$ cat config.mk
export PLATFORM = sky130hd
export DESIGN_NAME = hp_det_host
export DESIGN_NICKNAME = d
export VERILOG_FILES = /design/src/hw/hp_det_pkg.sv /design/src/hw/apb_master_port.sv /design/src/hw/hp_det_host.sv
export VERILOG_INCLUDE_DIRS = /design/src /design/src/hw
export SDC_FILE = /design/constraint.sdc
export NUM_CORES = 1
export LEC_CHECK = 0
export BUFFER_PORTS_ARGS = -buffer_cell sky130_fd_sc_hd__buf_4
export CAP_MARGIN = 20
export CORE_AREA = 2 2 131 133
export DETAILED_ROUTE_END_ITERATION = 8
export DIE_AREA = 0 0 133 135
export HOLD_SLACK_MARGIN = 0.06
export PLACE_DENSITY = 0.77
export SLEW_MARGIN = 20
export SYNTH_ARGS = -nofsm -noshare
export SYNTH_HDL_FRONTEND = slang
export SYNTH_SLANG_ARGS = --single-unit
$ cat constraint.sdc
create_clock -name pclk -period 3.08 [get_ports pclk]
set_clock_uncertainty 0.1 [all_clocks]
set_input_delay 0 -clock pclk [delete_from_list [all_inputs] [get_ports pclk]]
set_output_delay 0 -clock pclk [all_outputs]
set_load 0.01 [all_outputs]
$ cat src/hw/hp_det_defs.svh
`ifndef HP_DET_DEFS_SVH
`define HP_DET_DEFS_SVH

// controller register byte offsets (APB slave side)
`define CTL_OFF 12'h000
`define HPCFG_OFF 12'h004
`define MICCFG_OFF 12'h008
`define STAT_OFF 12'h00C
`define RES_OFF 12'h010

// controller register reset values
`define CTL_RST 32'h0000_0000
`define HPCFG_RST 32'h0000_0000
`define MICCFG_RST 32'h009F_0000

// device register indexes; byte address is four times the index
`define DEV_BIAS_IDX 16'h0200
`define DEV_MICCTL_IDX 16'h02B3
`define DEV_LVLSEL_IDX 16'h02B4
`define DEV_LVL_IDX 16'h02B5
`define DEV_HPD0_IDX 16'h0299
`define DEV_HPD1_IDX 16'h029A
`define DEV_HPSTS_IDX 16'h029B
`define DEV_DRV_IDX 16'h0300

// device field positions
`define HPD0_OVD_BIT 15
`define HPD0_CHAN_LSB 12
`define HPD0_FRC_LSB 0
`define HPD1_POLL_BIT 0
`define HPD1_RANGE_LSB 1
`define HPD1_DIV_LSB 3
`define HPD1_RATE_LSB 5
`define HPD1_SENSE_LSB 8
`define HPD1_GND_LSB 12
`define HPSTS_DONE_BIT 15
`define LVL_LSB 2
`define BIAS_GEN1_BIT 0
`define BIAS_GEN2_BIT 1
`define MICCTL_SETTLE_LSB 4
`define MICCTL_RATE_LSB 8
`define MICCTL_MODE_BIT 12

// pin codes and limits
`define PIN_JACK1 4'h2
`define PIN_HPDET_LAST 4'h1
`define CODE_MIN 10'h0A9
`define RANGE_TOP 2'h3
`define SETTLE_MIN 4'h4
`define STEP_LAST 3'h6
`define STEP_HPD1 3'h5
`define DRV_ONE 6'h01

`endif

$ cat src/hw/hp_det_pkg.sv
package hp_det_pkg;

    typedef struct packed {
        logic [31:0] paddr;
        logic pwrite;
        logic [31:0] pwdata;
        logic psel;
        logic penable;
    } apb_out_t;

    typedef struct packed {
        logic [31:0] prdata;
        logic pready;
        logic pslverr;
    } apb_in_t;

    typedef struct packed {
        logic [3:0] sense_sel;
        logic [3:0] return_sel;
        logic [3:0] current_sel;
        logic [1:0] range_sel;
        logic override_en;
        logic [2:0] channel_sel;
        logic [1:0] sweep_div;
        logic [1:0] sweep_rate;
    } hp_cfg_t;

    typedef enum logic [2:0] {
        ST_IDLE = 3'b000,
        ST_WRITE = 3'b001,
        ST_POLL = 3'b011,
        ST_LEVEL = 3'b010,
        ST_CHECK = 3'b110
    } seq_state_t;

endpackage : hp_det_pkg

$ cat src/hw/apb_master_port.sv
`timescale 1ns/1ps
module apb_master_port
(
    input wire logic pclk,
    input wire logic presetn,
    input wire logic req,
    input wire logic req_write,
    input wire logic [31:0] req_addr,
    input wire logic [31:0] req_wdata,
    output logic done,
    output logic [31:0] rdata,
    output hp_det_pkg::apb_out_t bus_out,
    input wire hp_det_pkg::apb_in_t bus_in
);

    hp_det_pkg::apb_out_t out_reg, out_next;
    logic [31:0] rdata_reg, rdata_next;
    logic finish;

    assign finish = out_reg.psel && out_reg.penable && bus_in.pready;
    assign done = finish;
    assign rdata = rdata_reg;
    assign bus_out = out_reg;

    always_comb
    begin
        out_next = out_reg;
        rdata_next = rdata_reg;
        if (!out_reg.psel && req)
        begin
            out_next.psel = 1'b1;
            out_next.penable = 1'b0;
            out_next.pwrite = req_write;
            out_next.paddr = req_addr;
            out_next.pwdata = req_wdata;
        end
        else if (out_reg.psel && !out_reg.penable)
        begin
            out_next.penable = 1'b1;
        end
        else if (finish)
        begin
            // request held until this edge, then released
            out_next.psel = 1'b0;
            out_next.penable = 1'b0;
            if (!out_reg.pwrite)
            begin
                rdata_next = bus_in.prdata;
            end
        end
    end

    always_ff @(posedge pclk or negedge presetn)
    begin
        if (!presetn)
        begin
            out_reg <= '0;
            rdata_reg <= 32'h0000_0000;
        end
        else
        begin
            out_reg <= out_next;
            rdata_reg <= rdata_next;
        end
    end

endmodule : apb_master_port

$ cat src/hw/hp_det_host.sv
// Local design decisions: the APB register port and the placing of the registers.
`timescale 1ns/1ps
`include "hp_det_defs.svh"

// Summary of operation
// - settle delay at least 0.25 ms if interval nonzero
// - host enables bias generators itself; here they are written from miccfg bits 24 and 25, both clear at reset
// - keep bias discharge cleared when not continuous
// - current pin normally equals sense pin
// - measurement starts on writing poll bit one
// - host sets range select for expected load
// - override on and driver off before measuring
// - hold override config until measurement done
// - clear override when pin not on output
// - shared bias output disabled and floating
// - code valid 169..1019, lower retries next range; host auto-steps hp pins only
module hp_det_host
(
    input wire logic pclk,
    input wire logic presetn,
    input wire logic psel,
    input wire logic penable,
    input wire logic pwrite,
    input wire logic [31:0] paddr,
    input wire logic [31:0] pwdata,
    output logic [31:0] prdata,
    output logic pready,
    output logic pslverr,
    output hp_det_pkg::apb_out_t dev_out,
    input wire hp_det_pkg::apb_in_t dev_in
);

    ////////////////////////////////////////////////////////////////////////
    // software registers

    logic [31:0] ctl_reg, ctl_next;
    logic [31:0] hpcfg_reg, hpcfg_next;
    logic [31:0] miccfg_reg, miccfg_next;
    logic pending_reg, pending_next;
    logic done_reg, done_next;
    logic err_reg, err_next;
    logic busy_reg, busy_next;
    logic [9:0] code_reg, code_next;
    logic [8:0] level_reg, level_next;
    logic [1:0] range_reg, range_next;
    logic [2:0] step_reg, step_next;
    hp_det_pkg::hp_cfg_t snap_reg, snap_next;
    hp_det_pkg::seq_state_t state_reg, state_next;

    logic wr_en;
    logic rd_hit;
    logic [11:0] off;
    logic start_wr;
    logic done_clr;
    logic finish_evt;
    logic m_req;
    logic m_write;
    logic [31:0] m_addr;
    logic [31:0] m_wdata;
    logic m_done;
    logic [3:0] settle;
    logic [5:0] drv_mask;
    logic retry;
    logic sense_ok;

    assign off = paddr[11:0];
    assign wr_en = psel && penable && pwrite;
    assign pready = 1'b1;
    assign start_wr = wr_en && off == `CTL_OFF && pwdata[0];
    assign done_clr = wr_en && off == `STAT_OFF && pwdata[1];

    always_comb
    begin
        rd_hit = 1'b1;
        prdata = 32'h0000_0000;
        unique case (off)
            `CTL_OFF: prdata = {ctl_reg[31:1], 1'b0};
            `HPCFG_OFF: prdata = hpcfg_reg;
            `MICCFG_OFF: prdata = miccfg_reg;
            `STAT_OFF: prdata = {26'h0, range_reg, err_reg, pending_reg,
                done_reg, busy_reg};
            `RES_OFF: prdata = {7'h0, level_reg, 6'h0, code_reg};
            default: rd_hit = 1'b0;
        endcase
        if (!psel || pwrite)
        begin
            prdata = 32'h0000_0000;
        end
    end

    assign pslverr = psel && penable && !rd_hit;

    ////////////////////////////////////////////////////////////////////////
    // device access sequence

    // a sense pin wired to an output must be an hp detect or jack1 pin
    assign sense_ok = !hpcfg_reg[14] ||
        hpcfg_reg[3:0] <= `PIN_JACK1;

    // settle delay forced up when the detector runs periodically
    always_comb
    begin
        settle = miccfg_reg[7:4];
        if (miccfg_reg[11:8] != 4'h0 && settle < `SETTLE_MIN)
        begin
            settle = `SETTLE_MIN;
        end
    end

    // driver of the overridden channel is forced off
    always_comb
    begin
        drv_mask = ctl_reg[13:8];
        if (snap_reg.override_en)
        begin
            drv_mask = drv_mask & ~(`DRV_ONE << snap_reg.channel_sel);
        end
    end

    always_comb
    begin
        m_req = state_reg == hp_det_pkg::ST_WRITE ||
            state_reg == hp_det_pkg::ST_POLL ||
            state_reg == hp_det_pkg::ST_LEVEL;
        m_write = state_reg == hp_det_pkg::ST_WRITE;
        m_addr = 32'h0000_0000;
        m_wdata = 32'h0000_0000;
        if (state_reg == hp_det_pkg::ST_POLL)
        begin
            m_addr = {14'h0, `DEV_HPSTS_IDX, 2'b00};
        end
        else if (state_reg == hp_det_pkg::ST_LEVEL)
        begin
            m_addr = {14'h0, `DEV_LVL_IDX, 2'b00};
        end
        else
        begin
            unique case (step_reg)
                3'h0:
                begin
                    // generators set from miccfg bits 24 and 25, bias outputs off and not discharged
                    m_addr = {14'h0, `DEV_BIAS_IDX, 2'b00};
                    m_wdata[`BIAS_GEN1_BIT] = miccfg_reg[24];
                    m_wdata[`BIAS_GEN2_BIT] = miccfg_reg[25];
                end
                3'h1:
                begin
                    m_addr = {14'h0, `DEV_MICCTL_IDX, 2'b00};
                    m_wdata[3:0] = miccfg_reg[3:0];
                    m_wdata[`MICCTL_SETTLE_LSB +: 4] = settle;
                    m_wdata[`MICCTL_RATE_LSB +: 4] = miccfg_reg[11:8];
                    m_wdata[`MICCTL_MODE_BIT] = miccfg_reg[12];
                end
                3'h2:
                begin
                    m_addr = {14'h0, `DEV_LVLSEL_IDX, 2'b00};
                    m_wdata[7:0] = miccfg_reg[23:16];
                end
                3'h3:
                begin
                    m_addr = {14'h0, `DEV_DRV_IDX, 2'b00};
                    m_wdata[5:0] = drv_mask;
                end
                3'h4:
                begin
                    m_addr = {14'h0, `DEV_HPD0_IDX, 2'b00};
                    m_wdata[`HPD0_OVD_BIT] = snap_reg.override_en;
                    m_wdata[`HPD0_CHAN_LSB +: 3] = snap_reg.channel_sel;
                    m_wdata[`HPD0_FRC_LSB +: 4] = snap_reg.current_sel;
                end
                default:
                begin
                    m_addr = {14'h0, `DEV_HPD1_IDX, 2'b00};
                    m_wdata[`HPD1_SENSE_LSB +: 4] = snap_reg.sense_sel;
                    m_wdata[`HPD1_GND_LSB +: 4] = snap_reg.return_sel;
                    m_wdata[`HPD1_RANGE_LSB +: 2] = range_reg;
                    m_wdata[`HPD1_DIV_LSB +: 2] = snap_reg.sweep_div;
                    m_wdata[`HPD1_RATE_LSB +: 2] = snap_reg.sweep_rate;
                    m_wdata[`HPD1_POLL_BIT] = step_reg == `STEP_LAST;
                end
            endcase
        end
    end

    apb_master_port u_master
    (
        .pclk(pclk),
        .presetn(presetn),
        .req(m_req),
        .req_write(m_write),
        .req_addr(m_addr),
        .req_wdata(m_wdata),
        .done(m_done),
        .rdata(),
        .bus_out(dev_out),
        .bus_in(dev_in)
    );

    // low code means impedance above this range; only hp pins auto-step
    assign retry = ctl_reg[1] && code_reg < `CODE_MIN &&
        range_reg != `RANGE_TOP &&
        snap_reg.sense_sel <= `PIN_HPDET_LAST;
    assign finish_evt = state_reg == hp_det_pkg::ST_CHECK && !retry;

    always_comb
    begin
        ctl_next = ctl_reg;
        hpcfg_next = hpcfg_reg;
        miccfg_next = miccfg_reg;
        state_next = state_reg;
        step_next = step_reg;
        snap_next = snap_reg;
        range_next = range_reg;
        busy_next = busy_reg;
        code_next = code_reg;
        level_next = level_reg;
        err_next = err_reg;
        pending_next = pending_reg;
        done_next = done_reg;
        if (wr_en && off == `CTL_OFF)
        begin
            ctl_next = {pwdata[31:1], 1'b0};
        end
        // hp config is snapshotted at start, so its edits mid-run stay harmless
        if (wr_en && off == `HPCFG_OFF)
        begin
            hpcfg_next = pwdata;
        end
        if (wr_en && off == `MICCFG_OFF)
        begin
            miccfg_next = pwdata;
        end
        if (wr_en && off == `STAT_OFF && pwdata[3])
        begin
            err_next = 1'b0;
        end
        if (done_clr)
        begin
            done_next = 1'b0;
        end
        unique case (state_reg)
            hp_det_pkg::ST_IDLE:
            begin
                if (pending_reg)
                begin
                    pending_next = 1'b0;
                    if (!sense_ok)
                    begin
                        err_next = 1'b1;
                    end
                    else
                    begin
                        snap_next = {hpcfg_reg[3:0], hpcfg_reg[7:4],
                            hpcfg_reg[11:8], hpcfg_reg[13:12], hpcfg_reg[14],
                            hpcfg_reg[18:16], hpcfg_reg[21:20],
                            hpcfg_reg[23:22]};
                        range_next = hpcfg_reg[13:12];
                        step_next = 3'h0;
                        busy_next = 1'b1;
                        state_next = hp_det_pkg::ST_WRITE;
                    end
                end
            end
            hp_det_pkg::ST_WRITE:
            begin
                if (m_done)
                begin
                    if (step_reg == `STEP_LAST)
                    begin
                        state_next = hp_det_pkg::ST_POLL;
                    end
                    else
                    begin
                        step_next = step_reg + 3'h1;
                    end
                end
            end
            hp_det_pkg::ST_POLL:
            begin
                if (m_done && dev_in.prdata[`HPSTS_DONE_BIT])
                begin
                    code_next = dev_in.prdata[9:0];
                    state_next = hp_det_pkg::ST_LEVEL;
                end
            end
            hp_det_pkg::ST_LEVEL:
            begin
                if (m_done)
                begin
                    level_next = dev_in.prdata[`LVL_LSB +: 9];
                    state_next = hp_det_pkg::ST_CHECK;
                end
            end
            hp_det_pkg::ST_CHECK:
            begin
                if (retry)
                begin
                    range_next = range_reg + 2'h1;
                    step_next = `STEP_HPD1;
                    state_next = hp_det_pkg::ST_WRITE;
                end
                else
                begin
                    busy_next = 1'b0;
                    state_next = hp_det_pkg::ST_IDLE;
                end
            end
            default:
            begin
                state_next = hp_det_pkg::ST_IDLE;
            end
        endcase
        // a new event beats a clear in the same cycle
        if (start_wr)
        begin
            pending_next = 1'b1;
        end
        if (finish_evt)
        begin
            done_next = 1'b1;
        end
    end

    always_ff @(posedge pclk or negedge presetn)
    begin
        if (!presetn)
        begin
            ctl_reg <= `CTL_RST;
            hpcfg_reg <= `HPCFG_RST;
            miccfg_reg <= `MICCFG_RST;
            state_reg <= hp_det_pkg::ST_IDLE;
            step_reg <= 3'h0;
            snap_reg <= '0;
            range_reg <= 2'h0;
            busy_reg <= 1'b0;
            code_reg <= 10'h000;
            level_reg <= 9'h000;
            err_reg <= 1'b0;
            pending_reg <= 1'b0;
            done_reg <= 1'b0;
        end
        else
        begin
            ctl_reg <= ctl_next;
            hpcfg_reg <= hpcfg_next;
            miccfg_reg <= miccfg_next;
            state_reg <= state_next;
            step_reg <= step_next;
            snap_reg <= snap_next;
            range_reg <= range_next;
            busy_reg <= busy_next;
            code_reg <= code_next;
            level_reg <= level_next;
            err_reg <= err_next;
            pending_reg <= pending_next;
            done_reg <= done_next;
        end
    end

endmodule : hp_det_host

== Word-level counts from Yosys, hierarchy flattened ==
Cells that the tools add are included.
W data, S select, Z words.

* Bits in registers: 197
* Input port bits: 103
* Output and inout bits: 101

* Add/subtract/negate cells: 2
* $lt $le $gt $ge: 4
* Equality and inequality tests: 24
* Shift operators: 1
* Multiplexer cells: 52
* Bitwise gates (word level): 2
* Reductions and logical operators: 54

{| class="wikitable"
|+ Operators by type and width
! kind !! count
|-
| $pmux W32 S5 || 1
|-
| $pmux W11 S5 || 1
|-
| $mux W3 || 11
|-
| $mux W16 || 2
|-
| $mux W32 || 1
|-
| $eq A12 B4 Y1 const B || 2
|-
| $mux W11 || 2
|-
| $logic_and A1 B1 Y1 || 20
|-
| $pmux W2 S5 || 2
|-
| $ne A2 B2 Y1 const B || 9
|-
| $mux W1 || 15
|-
| $pmux W3 S5 || 1
|-
| $eq A12 B3 Y1 const B || 1
|-
| $eq A12 B5 Y1 const B || 1
|-
| $eq A3 B2 Y1 const B || 4
|-
| $logic_not A12 Y1 || 1
|-
| $reduce_and A6 Y1 || 2
|-
| $lt A10 B8 Y1 const B || 1
|-
| $mux W2 || 5
|-
| $eq A3 B3 Y1 const B || 3
|-
| $pmux W3 S3 || 1
|-
| $pmux W2 S4 || 1
|-
| $pmux W4 S2 || 1
|-
| $reduce_and A4 Y1 || 2
|-
| other kinds (28) || 49
|}

== Depth between registers and ports, before layout ==
* Word-level depth: 8
* Depth in mapped cells: 9
* Gate-level depth less buffers: 6

== By module ==
From an unflattened synthesis, not the netlist that was laid out.

* Cell total of the unflattened synthesis: 850
* Area, all modules: 11319.6 um2

{| class="wikitable"
|+ Modules (own cells, without submodules)
! module !! instances !! cells each !! area an instance (um2)
|-
| hp_det_host || 1 || 636 || 7397.1
|-
| apb_master_port || 1 || 214 || 3922.5
|}

== Least setup slack after synthesis ==
Ideal clock, no wire load.

* Path type: register to register
* Start: reg step_reg[2]
* End: reg u_master.out_reg (netlist bit u_master.bus_out[6])
* Library setup time: 0.131 ns
* Arrival: 2.058 ns
* Path slack: 0.791 ns
* Cell stages (with the launch flop): 9
* Buffers on the path: 3
* Path through: dfrtp_1 clkbuf_1 buf_1 inv_1 ha_1 clkbuf_1 or4_1 o21ai_0 o21ai_1

* Cells in the longest elaborated chain, start to end: 5

{| class="wikitable"
|+ RTL lines
! element !! line !! source
|-
| start: declaration || hp_det_host.sv:46 || <nowiki>logic [2:0] step_reg, step_next;</nowiki>
|-
| start signal: assignment || hp_det_host.sv:348 || <nowiki>step_reg <= step_next;</nowiki>
|-
| $eq A3 B3 Y1 or $logic_not A3 Y1 (tied branches) || hp_det_host.sv:138 || <nowiki>unique case (step_reg)</nowiki>
|-
| $reduce_or A2 Y1 (no line) || -- ||
|-
| $pmux W2 S4 * || hp_det_host.sv:138 ||
|-
| $mux W16 * || hp_det_host.sv:132 || <nowiki>else if (state_reg == hp_det_pkg::ST_LEVEL)</nowiki>
|-
| $mux W16 * || hp_det_host.sv:128 || <nowiki>if (state_reg == hp_det_pkg::ST_POLL)</nowiki>
|-
| end signal: assignment || apb_master_port.sv:62 || <nowiki>out_reg <= out_next;</nowiki>
|-
| end: declaration || apb_master_port.sv:16 || <nowiki>hp_det_pkg::apb_out_t out_reg, out_next;</nowiki>
|}

Every way passes the cells marked *; elsewhere a longest branch is shown, timed or not.
A chain may end at the register's enable or synchronous reset.

== Worst setup path after layout ==
* Start: reg step_reg[1]
* End: reg u_master.out_reg (netlist bit u_master.bus_out[6])

The elaborated chain is that of the path after synthesis.

==> key figures <==
Clock network
  • CTS tree: yes
  • Worst-path clk slew: 0.07 ns
  • Clk sinks: 173
  • Root Buffer: clkbuf_16
  • Clock Latency Late Sink: 0.43 ns
  • Post-CTS setup buffers: 0
  • Inserted Clock Buffers: 17
  • Clock buffer depth: 2
  • Post-CTS Resized: 0
  • H-Tree Level Count: 4
  • Hold-fix buffers at CTS: 50

Worst setup path
  • Arr. time, crit path: 2.82 ns
  • CP Max Fanout: 10
  • FF-to-FF path depth: 6
  • Worst reg2reg endpoint: u_master.bus_out[6]
  • Crit path largest cell delay: 0.59 ns
  • CP required: 3.28 ns
  • Critical Path, Cell by Cell: inv_1, ha_1, nor2b_1, nor4_1, a2111oi_0, o21ai_1
  • Crit Path Class: reg -> reg
  • CP startpoint kind: flip-flop
  • Reg2Reg Setup Slack: 0.46 ns
  • Critical Path Sink Type: flip-flop
  • Slowest CP cell: nor2b_1
  • RR Startpoint: step_reg[1]

Yosys
  • Most frequent cell after synthesis: dfrtp_1
  • Top post-synthesis cells by count: 167 x dfrtp_1, 91 x mux2_1, 54 x nor2_1, 44 x buf_4, 38 x nand2_1
  • Part of the Yosys area used for sequential elements: 48.5%
  • Yosys top cell by area: dfrtp_1
  • Syn_area_per_cell: 11.9 sq um
  • Mapped Cells: 755
  • Post-synth top flop: dfrtp_1
  • Synth cell types: 67
  • Cell Area, Synth: 8950 sq um
  • Post-synth EDFFs: 0
  • Asr flop ratio synth: 100%
  • Top area cells in the synthesized netlist: dfrtp_1 47%, mux2_1 11%, mux2_4 5.0%, mux2_2 3.8%, buf_4 3.7%
  • FF+latch count, synth: 173
  • Yosys Warn Count: 0
  • Share of the synthesized area in the top cell type: 46.7%

Power
  • Worst vdd ir: 0.499 mV
  • Switching share of power: 30.6%
  • Int Power: 4410 uW
  • Clock share of power: 36.5%
  • Power per cell area: 578 nW/um^2
  • Lkg Pwr: 0.00530 uW
  • Seq pwr share: 42.3%
  • Comb pwr share: 21.2%
  • Sw power: 1940 uW

Timing
  • Final Hold Viols: 0
  • Final period util: 84.9%
  • Final setup TNS: 0 ns
  • Final setup vio count: 0
  • RSZ-0062 raised after global routing: false
  • F_max: 382 MHz
  • Least-Margin Pin Slew: 0.797 ns
  • Slew Viols, Final: 0
  • Setup WS post-layout: 0.464 ns
  • Max-slew headroom: 46.4%
  • Min Tclk post-route: 2.62 ns

Floorplanning
  • Die Height: 135 um
  • Die footprint: 18000 sq um
  • Initial Util: 54.5%
  • Rows: 47
  • Core outline area: 16400 sq um
  • # IOs: 204
  • Die W: 133 um

Place
  • Pre-CTS WS: 0.634 ns
  • IO buf count: 122
  • Post-DP HPWL: 15.8 mm
  • Gpl congestion: 0.899

Worst hold path
  • Worst Hold Depth: 4
  • HP Start: pwrite
  • Worst hold path class: in -> reg
  • Hold EP: err_reg

Route
  • DRT antenna net count: 0
  • Initial DRC Count: 646
  • Router iterations before antenna repair: 5
  • Via/cell ratio: 5.88
  • Number of remaining DRC errors: 0
  • Average routed wire per standard cell: 20.4 um
  • DR vias: 6732
  • Drt total wl: 23.4 mm

Final layout
  • Post-layout util: 66.9%
  • ANT cells: 0
  • Final nets: 1021
  • Fraction of final layout cells with drive strength greater than 1: 27.1%
  • Layout area overhead: 22.7%
  • Fillcell total: 1210

GRT
  • First-pass GRT wire length: 36.6 mm
  • Grt total ovfl: 0
  • Vias in the first global route: 6558
  • Initial antenna violation count: 0
  • Largest net degree at the start of global routing: 84
  • Gr usage total: 26.7%

Flow run
  • Max cap viols: 0

Run status
  • Status: completed
kinds of logic (layout without fill, tap and decap cells):
logic type / after synthesis / in the layout / share of synthesized area [%]
AO/OA/AOI/OAI: 143 / 143 / 11.6
XOR/XNOR: 1 / 1 / 0.0979
adder cells (fa/ha/maj): 6 / 6 / 0.839
buffers and inverters: 100 / 232 / 7.26
flip-flops: 173 / 173 / 48.5
multiplexers: 170 / 170 / 22.4
other: 2 / 40 / 0.0839
AND/OR/NAND/NOR: 160 / 160 / 9.27
power by group through the flow:
stage / Clock, uW / Combinational [uW] / Sequential, uW
after detailed placement: 0 / 1270 / 2720
final: 2320 / 1340 / 2690
after global routing: 2440 / 1470 / 2710
after global placement: 0 / 1250 / 2710
after floorplan: 0 / 869 / 2650
after CTS: 2330 / 1330 / 2680
layer usage:
metal / up-vias / GRT usage (%) / part of all wire, %
met5: - / 0 / 0
met4: 0 / 10.2 / 2.6
met3: 46 / 4.88 / 7.0
met2: 335 / 42.2 / 47
met1: 3339 / 37.1 / 43
li1: 3012 / - / -
layout by cell type, fill, tap and decap left out, types with 7 or more instances in the layout:
master           n
and3_1          10
nor3_1           7
conb_1          40
mux2_2          30
buf_4          139
inv_1            7
dlygate4sd3_1   50
dfrtp_1        167
o2bb2ai_1       17
o21ai_0         17
a21oi_1         11
mux2_4          30
a22oi_1         37
nor2_1          54
nor2b_1          9
nand2_1         38
nor4_1           7
mux2i_1         19
o21ai_1         11
mux2_1          91
clkbuf_16       17
area by class of cell:
cell class	instances	area [sq um]	area share, %
clock inverters	15	209	1.90
flip-flops and latches	173	4340	39.5
inverters	8	30.0	0.273
multi-input cells	520	4110	37.4
well taps	220	275	2.51
repair buffers	192	1600	14.5
clock buffers	17	425	3.87
worst max path at each step:
stage                startpoint                  end  slack (ns)  cells after the start
floorplan           step_reg[2]  u_master.bus_out[6]        0.79                      8
global placement    step_reg[1]  u_master.bus_out[6]        0.66                      6
detailed placement  step_reg[1]  u_master.bus_out[6]        0.63                      6
CTS                 step_reg[1]  u_master.bus_out[6]        0.59                      6
global route        step_reg[1]  u_master.bus_out[7]        0.31                      6
finish              step_reg[1]  u_master.bus_out[6]        0.46                      6
stage by stage:
step,hold WS [ns],std cells,cell area [sq um],total power [uW]
2_1_floorplan,-0.396,793,9090,3520
3_3_place_gp,0.00526,1063,9850,3950
3_5_place_dp,0.0100,1063,9850,3990
4_1_cts,0.0749,1145,11000,6340
5_1_grt,0.106,1145,11000,6630
6_report,0.0830,1145,11000,6350
worst max-delay path, delay by kind of cell, from the launching register on:
kind / cells / cell delay [ns]
buffers and inverters: 1 / 0.13
AOI/OAI and AO/OA: 2 / 0.61
DFF: 1 / 0.49
and+or+nand+nor: 2 / 0.82
adders and majority gates: 1 / 0.33
Note: power is estimated with default switching activity, not from simulation.
